$ cat src/core/cmpd_pkg.sv
// package of constants and types for the compare instruction decoder
package cmpd_pkg;
    // ****************************************************************
    // opcode fields
    // ****************************************************************
    localparam logic [6:0] OPC_REG_W_B   = 7'h45;  // 1000101 W
    localparam logic [6:0] OPC_IR_W_B    = 7'h05;  // 0000101 W
    localparam logic [6:0] OPC_X_W_B     = 7'h25;  // 0100101 W
    localparam logic [6:0] OPC_CIM_IR    = 7'h06;  // 0000110 W
    localparam logic [6:0] OPC_CIM_X     = 7'h26;  // 0100110 W
    localparam logic [7:0] OPC_L_REG     = 8'h90;  // 10 010000
    localparam logic [7:0] OPC_L_IR      = 8'h10;  // 00 010000
    localparam logic [7:0] OPC_L_X       = 8'h50;  // 01 010000
    localparam logic [7:0] OPC_IM_W      = 8'h0b;
    localparam logic [7:0] OPC_IM_B      = 8'h0a;
    localparam logic [3:0] CIM_NIBBLE    = 4'h1;
    // ****************************************************************
    // flag positions in o_flags
    // ****************************************************************
    localparam int FLAG_C = 3;
    localparam int FLAG_Z = 2;
    localparam int FLAG_S = 1;
    localparam int FLAG_V = 0;
    localparam logic [3:0] FLAGS_RESET = 4'h0;
    // ****************************************************************
    // cycle counts
    // ****************************************************************
    localparam logic [4:0] CYC_R_WB      = 5'h04;
    localparam logic [4:0] CYC_R_L       = 5'h08;
    localparam logic [4:0] CYC_IM_WB     = 5'h07;
    localparam logic [4:0] CYC_IM_L      = 5'h0e;
    localparam logic [4:0] CYC_IR_WB     = 5'h07;
    localparam logic [4:0] CYC_IR_L      = 5'h0e;
    localparam logic [4:0] CYC_DA_NS_WB  = 5'h09;
    localparam logic [4:0] CYC_DA_SS_WB  = 5'h0a;
    localparam logic [4:0] CYC_DA_SL_WB  = 5'h0c;
    localparam logic [4:0] CYC_DA_NS_L   = 5'h0f;
    localparam logic [4:0] CYC_DA_SS_L   = 5'h10;
    localparam logic [4:0] CYC_DA_SL_L   = 5'h12;
    localparam logic [4:0] CYC_X_NS_WB   = 5'h0a;
    localparam logic [4:0] CYC_X_SS_WB   = 5'h0a;
    localparam logic [4:0] CYC_X_SL_WB   = 5'h0d;
    localparam logic [4:0] CYC_X_NS_L    = 5'h10;
    localparam logic [4:0] CYC_X_SS_L    = 5'h10;
    localparam logic [4:0] CYC_X_SL_L    = 5'h13;
    localparam logic [4:0] CYC_CI_IR     = 5'h0b;
    localparam logic [4:0] CYC_CI_DA_NS  = 5'h0e;
    localparam logic [4:0] CYC_CI_DA_SS  = 5'h0f;
    localparam logic [4:0] CYC_CI_DA_SL  = 5'h11;
    localparam logic [4:0] CYC_CI_X_NS   = 5'h0f;
    localparam logic [4:0] CYC_CI_X_SS   = 5'h0f;
    localparam logic [4:0] CYC_CI_X_SL   = 5'h12;
    localparam logic [4:0] CYC_ONE       = 5'h01;
    // ****************************************************************
    // types
    // ****************************************************************
    typedef enum logic [1:0] {
        SZ_BYTE,
        SZ_WORD,
        SZ_LONG
    } cmpd_size_type;
    typedef enum logic [2:0] {
        AM_REG,
        AM_LIT,
        AM_PTR,
        AM_DIR,
        AM_IDX
    } cmpd_mode_type;
endpackage : cmpd_pkg

$ cat src/core/cmpd_core.sv
// compare instruction decoder and executor
`timescale 1ns/100ps
module cmpd_core (
    input  wire logic        i_ref_clk,
    input  wire logic        i_rst_n,
    input  wire logic        i_segmented,
    input  wire logic        i_word_valid,
    input  wire logic [15:0] i_word,
    input  wire logic [31:0] i_dst_val,
    input  wire logic [31:0] i_src_val,
    output logic             o_word_ready,
    output logic [3:0]       o_dst_reg,
    output logic [3:0]       o_src_reg,
    output logic             o_ptr_pair,
    output logic [1:0]       o_size,
    output logic [2:0]       o_mode,
    output logic [3:0]       o_flags,
    output logic             o_done,
    output logic             o_illegal
);
    // ****************************************************************
    // state
    // ****************************************************************
    typedef enum logic [1:0] {
        ST_OPC,
        ST_EXT,
        ST_EXEC
    } cmpd_state_type;

    cmpd_state_type state_q;
    logic [15:0]    opc_q;
    logic [1:0]     ext_left_q;
    logic           ext_first_q;
    logic           long_seg_q;
    logic [4:0]     cyc_q;
    logic [4:0]     cnt_q;
    logic [3:0]     flags_q;
    logic           done_q;
    logic           ill_q;
    logic [15:0]    imm_q;
    logic           cim_q;
    logic [1:0]     size_q;
    logic [2:0]     mode_q;

    // ****************************************************************
    // decode of the first word
    // ****************************************************************
    logic [6:0]  top7;
    logic [7:0]  top8;
    logic [3:0]  fa;
    logic [3:0]  fb;
    logic        wbit;
    logic        legal;
    logic        is_cim;
    logic [1:0]  dsz;
    logic [2:0]  dmode;
    logic [1:0]  dext;
    logic [4:0]  dcyc;

    assign top7 = i_word[15:9];
    assign top8 = i_word[15:8];
    assign fa   = i_word[7:4];
    assign fb   = i_word[3:0];
    assign wbit = i_word[8];

    always_comb begin
        legal  = 1'b1;
        is_cim = 1'b0;
        dsz    = wbit ? 2'(cmpd_pkg::SZ_WORD) : 2'(cmpd_pkg::SZ_BYTE);
        dmode  = 3'(cmpd_pkg::AM_REG);
        dext   = 2'h0;
        dcyc   = cmpd_pkg::CYC_R_WB;
        if (top7 == cmpd_pkg::OPC_REG_W_B) begin
            dcyc = cmpd_pkg::CYC_R_WB;
        end else if (top8 == cmpd_pkg::OPC_L_REG) begin
            dsz  = 2'(cmpd_pkg::SZ_LONG);
            dcyc = cmpd_pkg::CYC_R_L;
        end else if ((top8 == cmpd_pkg::OPC_IM_W || top8 == cmpd_pkg::OPC_IM_B)
                     && fa == 4'h0) begin
            dsz   = top8[0] ? 2'(cmpd_pkg::SZ_WORD) : 2'(cmpd_pkg::SZ_BYTE);
            dmode = 3'(cmpd_pkg::AM_LIT);
            dext  = 2'h1;
            dcyc  = cmpd_pkg::CYC_IM_WB;
        end else if (top7 == cmpd_pkg::OPC_CIM_IR && fb == cmpd_pkg::CIM_NIBBLE
                     && fa != 4'h0) begin
            is_cim = 1'b1;
            dmode  = 3'(cmpd_pkg::AM_PTR);
            dext   = 2'h1;
            dcyc   = cmpd_pkg::CYC_CI_IR;
        end else if (top7 == cmpd_pkg::OPC_IR_W_B && fa != 4'h0) begin
            dmode = 3'(cmpd_pkg::AM_PTR);
            dcyc  = cmpd_pkg::CYC_IR_WB;
        end else if (top8 == cmpd_pkg::OPC_L_IR) begin
            dsz   = 2'(cmpd_pkg::SZ_LONG);
            dmode = (fa == 4'h0) ? 3'(cmpd_pkg::AM_LIT) : 3'(cmpd_pkg::AM_PTR);
            dext  = (fa == 4'h0) ? 2'h2 : 2'h0;
            dcyc  = (fa == 4'h0) ? cmpd_pkg::CYC_IM_L : cmpd_pkg::CYC_IR_L;
        end else if (top7 == cmpd_pkg::OPC_X_W_B || top8 == cmpd_pkg::OPC_L_X
                     || (top7 == cmpd_pkg::OPC_CIM_X && fb == cmpd_pkg::CIM_NIBBLE)) begin
            is_cim = (top7 == cmpd_pkg::OPC_CIM_X);
            if (top8 == cmpd_pkg::OPC_L_X) begin
                dsz = 2'(cmpd_pkg::SZ_LONG);
            end
            dmode = (fa == 4'h0) ? 3'(cmpd_pkg::AM_DIR) : 3'(cmpd_pkg::AM_IDX);
            // compare-immediate forms carry a data word after the address
            dext  = is_cim ? 2'h2 : 2'h1;
        end else begin
            legal = 1'b0;
        end
    end

    // address-mode cycle count once segment form is known
    function automatic logic [4:0] addr_cycles(input logic [2:0] md, input logic [1:0] sz,
                                               input logic ci, input logic seg,
                                               input logic sl);
        logic [4:0] c;
        c = cmpd_pkg::CYC_DA_NS_WB;
        if (ci) begin
            if (md == 3'(cmpd_pkg::AM_DIR)) begin
                c = !seg ? cmpd_pkg::CYC_CI_DA_NS
                  : (sl ? cmpd_pkg::CYC_CI_DA_SL : cmpd_pkg::CYC_CI_DA_SS);
            end else begin
                c = !seg ? cmpd_pkg::CYC_CI_X_NS
                  : (sl ? cmpd_pkg::CYC_CI_X_SL : cmpd_pkg::CYC_CI_X_SS);
            end
        end else if (sz == 2'(cmpd_pkg::SZ_LONG)) begin
            if (md == 3'(cmpd_pkg::AM_DIR)) begin
                c = !seg ? cmpd_pkg::CYC_DA_NS_L
                  : (sl ? cmpd_pkg::CYC_DA_SL_L : cmpd_pkg::CYC_DA_SS_L);
            end else begin
                c = !seg ? cmpd_pkg::CYC_X_NS_L
                  : (sl ? cmpd_pkg::CYC_X_SL_L : cmpd_pkg::CYC_X_SS_L);
            end
        end else begin
            if (md == 3'(cmpd_pkg::AM_DIR)) begin
                c = !seg ? cmpd_pkg::CYC_DA_NS_WB
                  : (sl ? cmpd_pkg::CYC_DA_SL_WB : cmpd_pkg::CYC_DA_SS_WB);
            end else begin
                c = !seg ? cmpd_pkg::CYC_X_NS_WB
                  : (sl ? cmpd_pkg::CYC_X_SL_WB : cmpd_pkg::CYC_X_SS_WB);
            end
        end
        return c;
    endfunction : addr_cycles

    // ****************************************************************
    // compare arithmetic
    // ****************************************************************
    logic [31:0] dst_op;
    logic [31:0] src_op;
    logic [32:0] sum;
    logic        nflag;
    logic        zflag;
    logic        vflag;
    logic        cflag;
    logic [31:0] src_raw;

    always_comb begin
        src_raw = cim_q ? {imm_q, imm_q} : i_src_val;
        if (size_q == 2'(cmpd_pkg::SZ_BYTE)) begin
            dst_op = {i_dst_val[7:0], 24'h000000};
            src_op = {src_raw[7:0], 24'h000000};
        end else if (size_q == 2'(cmpd_pkg::SZ_WORD)) begin
            dst_op = {i_dst_val[15:0], 16'h0000};
            src_op = {src_raw[15:0], 16'h0000};
        end else begin
            dst_op = i_dst_val;
            src_op = src_raw;
        end
        sum   = {1'b0, dst_op} + {1'b0, ~src_op} + 33'h000000001;
        nflag = sum[31];
        zflag = (sum[31:0] == 32'h00000000);
        cflag = ~sum[32];
        vflag = (dst_op[31] != src_op[31]) && (sum[31] != dst_op[31]);
    end

    // ****************************************************************
    // fetch handshake
    // ****************************************************************
    logic        take;
    logic        long_first;
    logic        ext_last;
    logic        exec_end;
    logic        ready_d;

    // a word is taken only when ready shows it, so memory and decoder agree
    assign take       = i_word_valid && o_word_ready;
    assign long_first = ext_first_q && i_segmented && i_word[15]
                        && (mode_q == 3'(cmpd_pkg::AM_DIR) || mode_q == 3'(cmpd_pkg::AM_IDX));
    assign ext_last   = (ext_left_q == 2'h1) && !long_first;
    assign exec_end   = (cnt_q >= cyc_q - 5'h01);

    // ready follows the next state, low exactly while executing
    always_comb begin
        ready_d = 1'b1;
        case (state_q)
            ST_OPC:  ready_d = !(take && legal && dext == 2'h0);
            ST_EXT:  ready_d = !(take && ext_last);
            ST_EXEC: ready_d = exec_end;
            default: ready_d = 1'b1;
        endcase
    end

    // ****************************************************************
    // sequencer
    // ****************************************************************
    always_ff @(posedge i_ref_clk) begin
        if (!i_rst_n) begin
            state_q     <= ST_OPC;
            opc_q       <= 16'h0000;
            ext_left_q  <= 2'h0;
            ext_first_q <= 1'b0;
            long_seg_q  <= 1'b0;
            cyc_q       <= cmpd_pkg::CYC_ONE;
            cnt_q       <= cmpd_pkg::CYC_ONE;
            imm_q       <= 16'h0000;
            cim_q       <= 1'b0;
            size_q      <= 2'h0;
            mode_q      <= 3'h0;
            ill_q       <= 1'b0;
        end else begin
            ill_q <= 1'b0;
            case (state_q)
                ST_OPC: begin
                    cnt_q <= cmpd_pkg::CYC_ONE;
                    if (take) begin
                        opc_q       <= i_word;
                        size_q      <= dsz;
                        mode_q      <= dmode;
                        cim_q       <= is_cim;
                        cyc_q       <= dcyc;
                        ext_first_q <= 1'b1;
                        long_seg_q  <= 1'b0;
                        ext_left_q  <= dext;
                        ill_q       <= ~legal;
                        if (legal) begin
                            state_q <= (dext == 2'h0) ? ST_EXEC : ST_EXT;
                        end
                    end
                end
                ST_EXT: begin
                    cnt_q <= cnt_q + 5'h01;
                    if (take) begin
                        ext_first_q <= 1'b0;
                        if ((mode_q == 3'(cmpd_pkg::AM_DIR) || mode_q == 3'(cmpd_pkg::AM_IDX))
                            && ext_first_q) begin
                            long_seg_q <= i_segmented && i_word[15];
                            cyc_q <= addr_cycles(mode_q, size_q, cim_q, i_segmented,
                                                 i_segmented && i_word[15]);
                        end
                        // last word of a compare-immediate is its data
                        if (cim_q) begin
                            imm_q <= i_word;
                        end
                        // long segment form keeps the count for the offset word
                        if (!long_first) begin
                            ext_left_q <= ext_left_q - 2'h1;
                        end
                        if (ext_last) begin
                            state_q <= ST_EXEC;
                        end
                    end
                end
                ST_EXEC: begin
                    cnt_q <= cnt_q + 5'h01;
                    if (exec_end) begin
                        state_q <= ST_OPC;
                    end
                end
                default: state_q <= ST_OPC;
            endcase
        end
    end

    // ****************************************************************
    // flags: only effect of a compare
    // ****************************************************************
    always_ff @(posedge i_ref_clk) begin
        if (!i_rst_n) begin
            flags_q <= cmpd_pkg::FLAGS_RESET;
            done_q  <= 1'b0;
        end else begin
            done_q <= 1'b0;
            if (state_q == ST_EXEC && cnt_q >= cyc_q - 5'h01) begin
                flags_q[cmpd_pkg::FLAG_C] <= cflag;
                flags_q[cmpd_pkg::FLAG_Z] <= zflag;
                flags_q[cmpd_pkg::FLAG_S] <= nflag;
                flags_q[cmpd_pkg::FLAG_V] <= vflag;
                done_q  <= 1'b1;
            end
        end
    end

    // ****************************************************************
    // outputs
    // ****************************************************************
    always_ff @(posedge i_ref_clk) begin
        if (!i_rst_n) begin
            o_word_ready <= 1'b0;
            o_dst_reg    <= 4'h0;
            o_src_reg    <= 4'h0;
            o_ptr_pair   <= 1'b0;
        end else begin
            o_word_ready <= ready_d;
            o_dst_reg    <= cim_q ? opc_q[7:4] : opc_q[3:0];
            o_src_reg    <= opc_q[7:4];
            o_ptr_pair   <= i_segmented;
        end
    end

    assign o_size    = size_q;
    assign o_mode    = mode_q;
    assign o_flags   = flags_q;
    assign o_done    = done_q;
    assign o_illegal = ill_q;

    // ****************************************************************
    // checks
    // ****************************************************************
    AST_CARRY: assert property (@(posedge i_ref_clk) disable iff (!i_rst_n)
        done_q |-> flags_q[cmpd_pkg::FLAG_C] == $past(cflag)) else $error("carry wrong");
    AST_ZERO: assert property (@(posedge i_ref_clk) disable iff (!i_rst_n)
        done_q |-> flags_q[cmpd_pkg::FLAG_Z] == $past(zflag)) else $error("zero wrong");
    AST_NEG: assert property (@(posedge i_ref_clk) disable iff (!i_rst_n)
        (done_q && flags_q[cmpd_pkg::FLAG_S] && !flags_q[cmpd_pkg::FLAG_V])
        |-> !flags_q[cmpd_pkg::FLAG_Z]) else $error("sign with zero");
    AST_FLAGS_HOLD: assert property (@(posedge i_ref_clk) disable iff (!i_rst_n)
        !done_q |-> $stable(flags_q)) else $error("flags moved");
    AST_CIM_EXEC: assert property (@(posedge i_ref_clk) disable iff (!i_rst_n)
        (state_q == ST_EXEC && cim_q && mode_q == 3'(cmpd_pkg::AM_PTR))
        |-> cyc_q == cmpd_pkg::CYC_CI_IR) else $error("pointer compare not 11");
    AST_XL_NS: assert property (@(posedge i_ref_clk) disable iff (!i_rst_n)
        (state_q == ST_EXEC && !cim_q && !i_segmented && mode_q == 3'(cmpd_pkg::AM_IDX)
         && size_q == 2'(cmpd_pkg::SZ_LONG)) |-> cyc_q == cmpd_pkg::CYC_X_NS_L)
        else $error("long indexed not 16");
    AST_XL_SL: assert property (@(posedge i_ref_clk) disable iff (!i_rst_n)
        (state_q == ST_EXEC && !cim_q && long_seg_q && mode_q == 3'(cmpd_pkg::AM_IDX)
         && size_q == 2'(cmpd_pkg::SZ_LONG)) |-> cyc_q == cmpd_pkg::CYC_X_SL_L)
        else $error("long indexed seg not 19");
    AST_XWB_SS: assert property (@(posedge i_ref_clk) disable iff (!i_rst_n)
        (state_q == ST_EXEC && !cim_q && i_segmented && !long_seg_q
         && mode_q == 3'(cmpd_pkg::AM_IDX) && size_q != 2'(cmpd_pkg::SZ_LONG))
        |-> cyc_q == cmpd_pkg::CYC_X_SS_WB) else $error("short indexed not 10");
    AST_PAIR: assert property (@(posedge i_ref_clk) disable iff (!i_rst_n)
        ##1 o_ptr_pair == $past(i_segmented)) else $error("pointer pair wrong");
    COV_DONE: cover property (@(posedge i_ref_clk) disable iff (!i_rst_n) done_q);
    COV_BORROW: cover property (@(posedge i_ref_clk) disable iff (!i_rst_n)
        done_q && flags_q[cmpd_pkg::FLAG_C]);
    COV_LONGSEG: cover property (@(posedge i_ref_clk) disable iff (!i_rst_n)
        done_q && long_seg_q);
endmodule : cmpd_core

$ cat config.mk
export PLATFORM = sky130hd
export DESIGN_NAME = cmpd_core
export DESIGN_NICKNAME = d
export VERILOG_FILES = /design/src/core/cmpd_pkg.sv /design/src/core/cmpd_core.sv
export SDC_FILE = /design/constraint.sdc
export NUM_CORES = 1
export LEC_CHECK = 0
export ABC_AREA = 0
export BUFFER_PORTS_ARGS = -buffer_cell sky130_fd_sc_hd__clkbuf_2
export CORE_MARGIN = 1.5
export CORE_UTILIZATION = 51
export CTS_CLUSTER_SIZE = 28
export DETAILED_ROUTE_END_ITERATION = 12
export PLACE_DENSITY_LB_ADDON = 0.25
export SLEW_MARGIN = 10
export SYNTH_ARGS = -nofsm -noshare
export SYNTH_HDL_FRONTEND = slang
export SYNTH_SLANG_ARGS = --single-unit
$ cat constraint.sdc
create_clock -name i_ref_clk -period 5.1 [get_ports i_ref_clk]
set_input_delay 1.02 -clock i_ref_clk [delete_from_list [all_inputs] [get_ports i_ref_clk]]
set_output_delay 1.02 -clock i_ref_clk [all_outputs]
set_load 0.01 [all_outputs]
==> metrics.cfg, run 1 <==
[global_route]
grt_pass1_vias = 5844
grtUsageTotal = 0.3270
grt_pass1_wl_um = 30010
antenna_found_initial = 0
use_met3 = 0.09959
busiest_layer = met2
grt_max_degree = 48
grt_util_met1 = 0.4289
use_met2 = 0.5076
grt-ovfl-total = 0

[die]
fp-row-count = 38
die_w_um = 109.3
initial_core_util = 0.5269
dieArea_um2 = 11940
die_height_um = 109.3
top_level_ports = 105
core_um2 = 10940

[place]
dp_hpwl_um = 15220
io_buffer_count = 104
gp_congestion = 1.097
dp_slack_ns = 0.7652

[hold_path]
hp-class = reg2reg
min-delay-start = imm_q[10]$_SDFFE_PN0P_
hold_end = imm_q[10]$_SDFFE_PN0P_
whs_path_depth = 2

[timing]
final-hold-violation-count = 0
timing.hold.ws_ns = 0.4709
slew_headroom = 0.3743
setup_viol = 0
tightest_slew_ns = 0.9351
fin_crit_sh = 0.8465
drv_slew = 0
setup_ws_ns = 0.7827
min_period_ns = 4.317
setup_tns_ns = 0
rsz0062_at_grt = false
timing.clock.skew_ns = 0.003187
max_freq_mhz = 231.6

[worst_setup_path]
r2r_end = o_flags[2]$_SDFFE_PN0P_
worstSetupStartpoint = o_size[1]$_SDFFE_PN0P_
endpoint_kind = flip-flop
cp.required_ns = 5.37
r2r_setup_slack_ns = 0.78
worstSetupPathType = reg2reg
reg2reg_from = o_size[1]$_SDFFE_PN0P_
start_kind = flip-flop
worstPathMaxFanout = 17
reg2reg_depth = 16
arrival_ns = 4.59

[clock_network]
cts-root-buf = clkbuf_16
clock_path_buffers = 2
tritoncts = built
holdBufCountCts = 0
clock-sinks = 61
cts_buffers = 9
htreeDepth = 3
post_cts_buffers = 0
clk_latency_ns = 0.33
cts_resized = 0
cts.clk_slew.worst_paths_ns = 0.05

[synth]
synth.avg_cell_area_um2 = 7.175
syn_area_um2 = 5762
async_flop_share = 0
synth.ff_latch_count = 61
ys_seq_area_frac = 0.2119
yosys-top-cells-count = nand2_1, dfxtp_1, nor2_1, a21oi_1, o21ai_0
yosysMostFrequentCell = nand2_1
synthesis.yosys.warnings = 0
syn_nets = 932
synth.distinct_cells = 71
synth_edf_count = 0
yosys-top-cells-area = dfxtp_1, nand2_1, ha_1, a21oi_1, o21ai_0
ys.flop_type = dfxtp_1
netlist.area_leader.share = 0.2119
synthCells = 803
yosysTopAreaCell = dfxtp_1

[cells_and_area]
nFillCells = 1035
syn_to_final_growth_pct = 14.20
top_regs = imm_q: 16 flops, opc_q: 8 flops
fin_nets = 1006
drive_above_1_share = 0.1655
regMostFlops = imm_q
multi_input_area_um2 = 4278
ff_latch_area_um2 = 1222
antennaDiodeCount = 0
largest_register_ffs = 16

[detailed_routing]
wirelength_um = 19100
postRouteAntennaNets = 0
wl_per_cell_um = 18.69
drc = 0
vias = 6478
viasPerCell = 6.339
dr.pass1.iters = 5
drt_iter0_drc = 699

[pwr]
p_per_area_nw_per_um2 = 275.8
p_total_uw = 1815
p_leak_uw = 0.002897
peakVddDrop_mv = 0.2618

[outcome]
status = finished clean

[flow_run]
maxCapViolations = 0

layout by cell type, fill, tap and decap left out, drive strengths merged, types with 5 or more instances in the layout:
master    n
nand2   152
clkbuf  115
nor2     61
dfxtp    61
a21oi    54
o21ai    49
ha       44
a21boi   28
and2     27
inv      21
mux2i    20
a21o     19
nand3    16
xor2     15
xnor2    13
nor3     11
o211ai   11
mux2     10
o22ai    10
nand4    10
nor2b     9
nand2b    9
o221ai    8
a22o      8
nor4      8
a211oi    8
and3      6
clkinv    6
or2       5
o21a      5
buf       5
routing by layer:
metal	vias up	routed length (um)	part of all wire
met5	-	0	0
li1	3025	-	-
met1	2997	7953	0.42
met3	53	2180	0.11
met4	0	678	0.035
met2	403	8286	0.43
per-stage QoR:
step | instance area, um^2 | instances | utilization
final | 6580 | 1022 | 0.6017
after global routing | 6580 | 1022 | 0.6017
after CTS | 6580 | 1022 | 0.6017
after detailed placement | 6320 | 1006 | 0.5779
after global placement | 6320 | 1006 | 0.5779
after floorplan | 5762 | 803 | -
kinds of logic after synthesis:
| family | count (synthesis) | synth area share |
|---|---|---|
| simple gates | 333 | 0.2712 |
| compound gates | 237 | 0.2754 |
| buf+inv | 69 | 0.04560 |
| flops | 61 | 0.2119 |
| fa+ha+maj | 45 | 0.09902 |
| mux | 30 | 0.05429 |
| xor+xnor | 28 | 0.04256 |
power breakdown:
| part | switching [uW] | total, uW | leakage, uW | internal, uW |
|---|---|---|---|---|
| Sequential | 33.9 | 554 | 0.000495 | 520 |
| Combinational | 427 | 730 | 0.00227 | 304 |
| Clock | 206 | 530 | 0.000129 | 324 |
| Total | 667 | 1810 | 0.00290 | 1150 |
cell type report:
cell class                      instances  share of cell area
Timing Repair Buffer                  109             0.08481
Tap cell                              140             0.02662
Multi-Input combinational cell        673              0.6501
Clock buffer                           11             0.03537
Inverter                               23             0.01312
Sequential cell                        61              0.1858
Clock inverter                          5            0.004183
worst max-delay path, cell delays in order, from the launching register on:
cell,delay [ns]
dfxtp_2,0.34
clkinv_1,0.39
nor2_1,0.56
nand2_1,0.10
nand2_1,0.08
o22ai_1,0.14
ha_1,0.39
inv_1,0.13
a2111oi_0,0.45
o2111ai_1,0.19
a211oi_1,0.26
nand4_1,0.12
nor4_1,0.33
and4_1,0.23
nand4_1,0.12
nor4_1,0.25
a31o_1,0.18
worst max path at each step:
| stage | end | slack [ns] | depth (start not counted) |
|---|---|---|---|
| after detailed placement | o_flags[2]$_SDFFE_PN0P_ | 0.77 | 16 |
| after CTS | o_flags[2]$_SDFFE_PN0P_ | 0.93 | 16 |
| after floorplan | o_flags[2]$_SDFFE_PN0P_ | 1.13 | 16 |
| after global routing | o_flags[2]$_SDFFE_PN0P_ | 0.56 | 16 |
| after global placement | o_flags[2]$_SDFFE_PN0P_ | 0.89 | 16 |
| final | o_flags[2]$_SDFFE_PN0P_ | 0.78 | 16 |
No activity file was read; power rests on OpenSTA's default activity.
==> run 2: changes to the inputs <==
--- a/config.mk
+++ b/config.mk
@@ -5,7 +5,7 @@
 export SDC_FILE = /design/constraint.sdc
 export NUM_CORES = 1
 export LEC_CHECK = 0
-export ABC_AREA = 0
+export ABC_AREA = 1
 export BUFFER_PORTS_ARGS = -buffer_cell sky130_fd_sc_hd__clkbuf_2
 export CORE_MARGIN = 1.5
 export CORE_UTILIZATION = 51
==> constraint.sdc (replaced) <==
create_clock -name i_ref_clk -period 4.4 [get_ports i_ref_clk]
set_input_delay 0.88 -clock i_ref_clk [delete_from_list [all_inputs] [get_ports i_ref_clk]]
set_output_delay 0.88 -clock i_ref_clk [all_outputs]
set_load 0.01 [all_outputs]
==> run 2 against run 1 <==
Compared with the run above:
- sequential share of layout area down 1.9 points
- final cell count up 37%
- core utilization up 0.55 points
- wire length up 19%
- critical path type unchanged
- critical endpoint unchanged
- largest cell class unchanged
- largest power group unchanged
- highest routed layer unchanged
==> metrics.cfg, run 2 <==
[die]
initial_core_util = 0.5233  ; -0.003548
die_w_um = 114.3  ; +4.5%
die_height_um = 114.3  ; +4.5%
core_um2 = 12060  ; +10%
fp-row-count = 40  ; +5.3%
top_level_ports = 105  ; unchanged
dieArea_um2 = 13050  ; +9.3%

[timing]
drv_slew = 0  ; unchanged
setup_viol = 0  ; unchanged
min_period_ns = 3.500  ; -0.8174 ns
slew_headroom = 0.5107  ; +0.1365
max_freq_mhz = 285.7  ; +23%
fin_crit_sh = 0.7954  ; -0.05111
tightest_slew_ns = 0.7339  ; -0.2012 ns
rsz0062_at_grt = false
setup_tns_ns = 0  ; unchanged
final-hold-violation-count = 0  ; unchanged
timing.clock.skew_ns = 0.006127  ; +0.002940 ns

[global_route]
grt_pass1_wl_um = 35200  ; +17%
grt_pass1_vias = 6832  ; +17%
grt_max_degree = 43  ; -10%
grt-ovfl-total = 0  ; unchanged
antenna_found_initial = 0  ; unchanged
grtUsageTotal = 0.3495  ; +0.02251

[worst_setup_path]
cp.depth = 21  ; +5
path_buf_inv = 3  ; +1
worstSetupPathType = reg2reg
reg2reg_depth = 21  ; +5
cp.required_ns = 4.66  ; -0.71 ns
crit_chain = nor2_1 -> inv_1 -> buf_4 -> nand3_1 -> ha_1 -> inv_1 -> fa_1 -> nand2_1 -> nand2_1 -> nand3_1 -> nand2_2 -> nand2_1 -> nand2_1 -> nand3_1 -> nand3_1 -> nand2_1 -> nor2_1 -> nand2_1 -> nor2_1 -> nand2_1 -> a21oi_2
worstSetupStartpoint = o_size[1]$_SDFFE_PN0P_
reg2reg_from = o_size[1]$_SDFFE_PN0P_
r2r_setup_slack_ns = 0.90  ; +0.12 ns
arrival_ns = 3.76  ; -0.83 ns
max_stage_delay_ns = 0.55  ; about the same
critical-path-top-delay-family = simple AND/OR/NAND/NOR gates
worstPathMaxFanout = 16  ; -1
start_kind = flip-flop
r2r_end = o_flags[2]$_SDFFE_PN0P_
critPathMostFrequentCell = nand2_1
critical_path.slowest_cell = dfxtp_1
endpoint_kind = flip-flop

[cells_and_area]
drive_above_1_share = 0.1245  ; -0.04104
finish.utilization = 0.6073  ; +0.005545
mostFrequentLayoutCell = nand2_1
nFillCells = 1248  ; +21%
fin_nets = 1361  ; +35%
top_regs = imm_q: 16 flops, opc_q: 8 flops
largest_register_ffs = 16  ; unchanged
final_cell_mix = nand2_1, inv_1, nor2_1, clkbuf_2, a21oi_1
antennaDiodeCount = 0  ; unchanged
syn_to_final_growth_pct = 16.04
regMostFlops = imm_q

[flow_run]
maxCapViolations = 0  ; unchanged

[clock_network]
cts_resized = 0  ; unchanged
holdBufCountCts = 0  ; unchanged
post_cts_buffers = 0  ; unchanged
clk_latency_ns = 0.33  ; about the same
cts_buffers = 9  ; unchanged
tritoncts = built
htreeDepth = 3  ; unchanged
cts.clk_slew.worst_paths_ns = 0.06  ; about the same
clock_path_buffers = 2  ; unchanged
cts-root-buf = clkbuf_16
clock-sinks = 61  ; unchanged

[synth]
synth_edf_count = 0  ; unchanged
netlist.area_leader.share = 0.2123  ; +0.0003459
synth.distinct_cells = 41  ; -42%
synthesis.yosys.warnings = 0  ; unchanged
yosys-top-cells-count = nand2_1, inv_1, nor2_1, a21oi_1, o21ai_0
async_flop_share = 0  ; unchanged
yosysMostFrequentCell = nand2_1
synth.ff_latch_count = 61  ; unchanged
syn_area_um2 = 6312  ; +9.6%
syn_nets = 1266  ; +36%
synthCells = 1137  ; +42%
yosysTopAreaCell = nand2_1
ys_seq_area_frac = 0.1935  ; -0.01848
yosys-top-cells-area = nand2_1, dfxtp_1, inv_1, ha_1, nor2_1
synth.avg_cell_area_um2 = 5.552  ; -23%
ys.flop_type = dfxtp_1

[hold_path]
min-delay-start = opc_q[3]$_SDFFE_PN0P_
whs_path_depth = 2  ; unchanged
hp-class = reg2reg
hold_end = opc_q[3]$_SDFFE_PN0P_

[detailed_routing]
dr.pass1.iters = 8  ; +3
drt_iter0_drc = 736  ; +5.3%
postRouteAntennaNets = 0  ; unchanged
viasPerCell = 5.348  ; -16%
wirelength_um = 22730  ; +19%
drc = 0  ; unchanged
wl_per_cell_um = 16.18  ; -13%
vias = 7514  ; +16%

[pwr]
p_per_area_nw_per_um2 = 302.7  ; +9.8%
p_leak_uw = 0.004126  ; +42%
p_total_uw = 2217  ; +22%
peakVddDrop_mv = 0.3616  ; +38%

[place]
gp_congestion = 1.083  ; -1.2%
dp_hpwl_um = 18900  ; +24%
io_buffer_count = 104  ; unchanged

[outcome]
status = finished clean

run 2: area by class of cell:
type | instances | area, um^2 | share of cell area
Inverter | 201 | 754.5 | 0.1030
Clock inverter | 7 | 97.59 | 0.01332
Multi-Input combinational cell | 846 | 4228 | 0.5772
Timing Repair Buffer | 113 | 588.1 | 0.08029
Sequential cell | 61 | 1221 | 0.1667
Clock buffer | 9 | 225.2 | 0.03075
Tap cell | 168 | 210.2 | 0.02870
run 2: power breakdown:
group | leakage [uW] | internal, uW | switching, uW
combinational | 0.00348 | 287 | 577
clock | 0.000152 | 498 | 278
sequential | 0.000496 | 569 | 8.09
run 2: cells by family (layout without fill, tap and decap cells):
| family | Yosys count | in the layout | share of synthesized area |
|---|---|---|---|
| flip-flops | 61 | 61 | 0.1935 |
| AO/OA/AOI/OAI | 194 | 194 | 0.1721 |
| buffers and inverters | 230 | 330 | 0.1368 |
| AND/OR/NAND/NOR | 602 | 602 | 0.4004 |
| XOR/XNOR | 5 | 5 | 0.006939 |
| adder cells (fa/ha/maj) | 45 | 45 | 0.09039 |
run 2: how the worst max path moves through the flow:
| stage | slack [ns] | end |
|---|---|---|
| final | 0.90 | o_flags[2]$_SDFFE_PN0P_ |
| after global routing | 0.53 | o_flags[2]$_SDFFE_PN0P_ |
| after CTS | 0.94 | o_flags[2]$_SDFFE_PN0P_ |
| after detailed placement | 0.95 | o_flags[2]$_SDFFE_PN0P_ |
| after global placement | 1.00 | o_flags[2]$_SDFFE_PN0P_ |
| after floorplan | 1.54 | o_flags[2]$_SDFFE_PN0P_ |
run 2: tightest hold or removal path: stages (launching register included):
cell and delay [ns]:
dfxtp_1 0.29, inv_1 0.06, a21oi_1 0.06
run 2: routing by layer:
metal / vias to the layer above / wire [um] / part of all wire / GRT usage
li1: 3826 / - / - / -
met1: 3314 / 9408 / 0.41 / 0.4330
met2: 302 / 10440 / 0.46 / 0.5819
met3: 72 / 1431 / 0.063 / 0.04288
met4: 0 / 1447 / 0.064 / 0.2100
met5: - / 0 / 0 / 0
run 2: through the flow:
stage | hold slack, ns | instance area [um^2] | worst slack, ns | cells
final | 0.4568 | 7325 | 0.9001 | 1405
after detailed placement | 0.4376 | 7002 | 0.9460 | 1389
after floorplan | 0.4205 | 6312 | 1.536 | 1137
after global routing | 0.4688 | 7325 | 0.5291 | 1405
after global placement | 0.4414 | 7002 | 1.000 | 1389
after CTS | 0.4553 | 7325 | 0.9418 | 1405
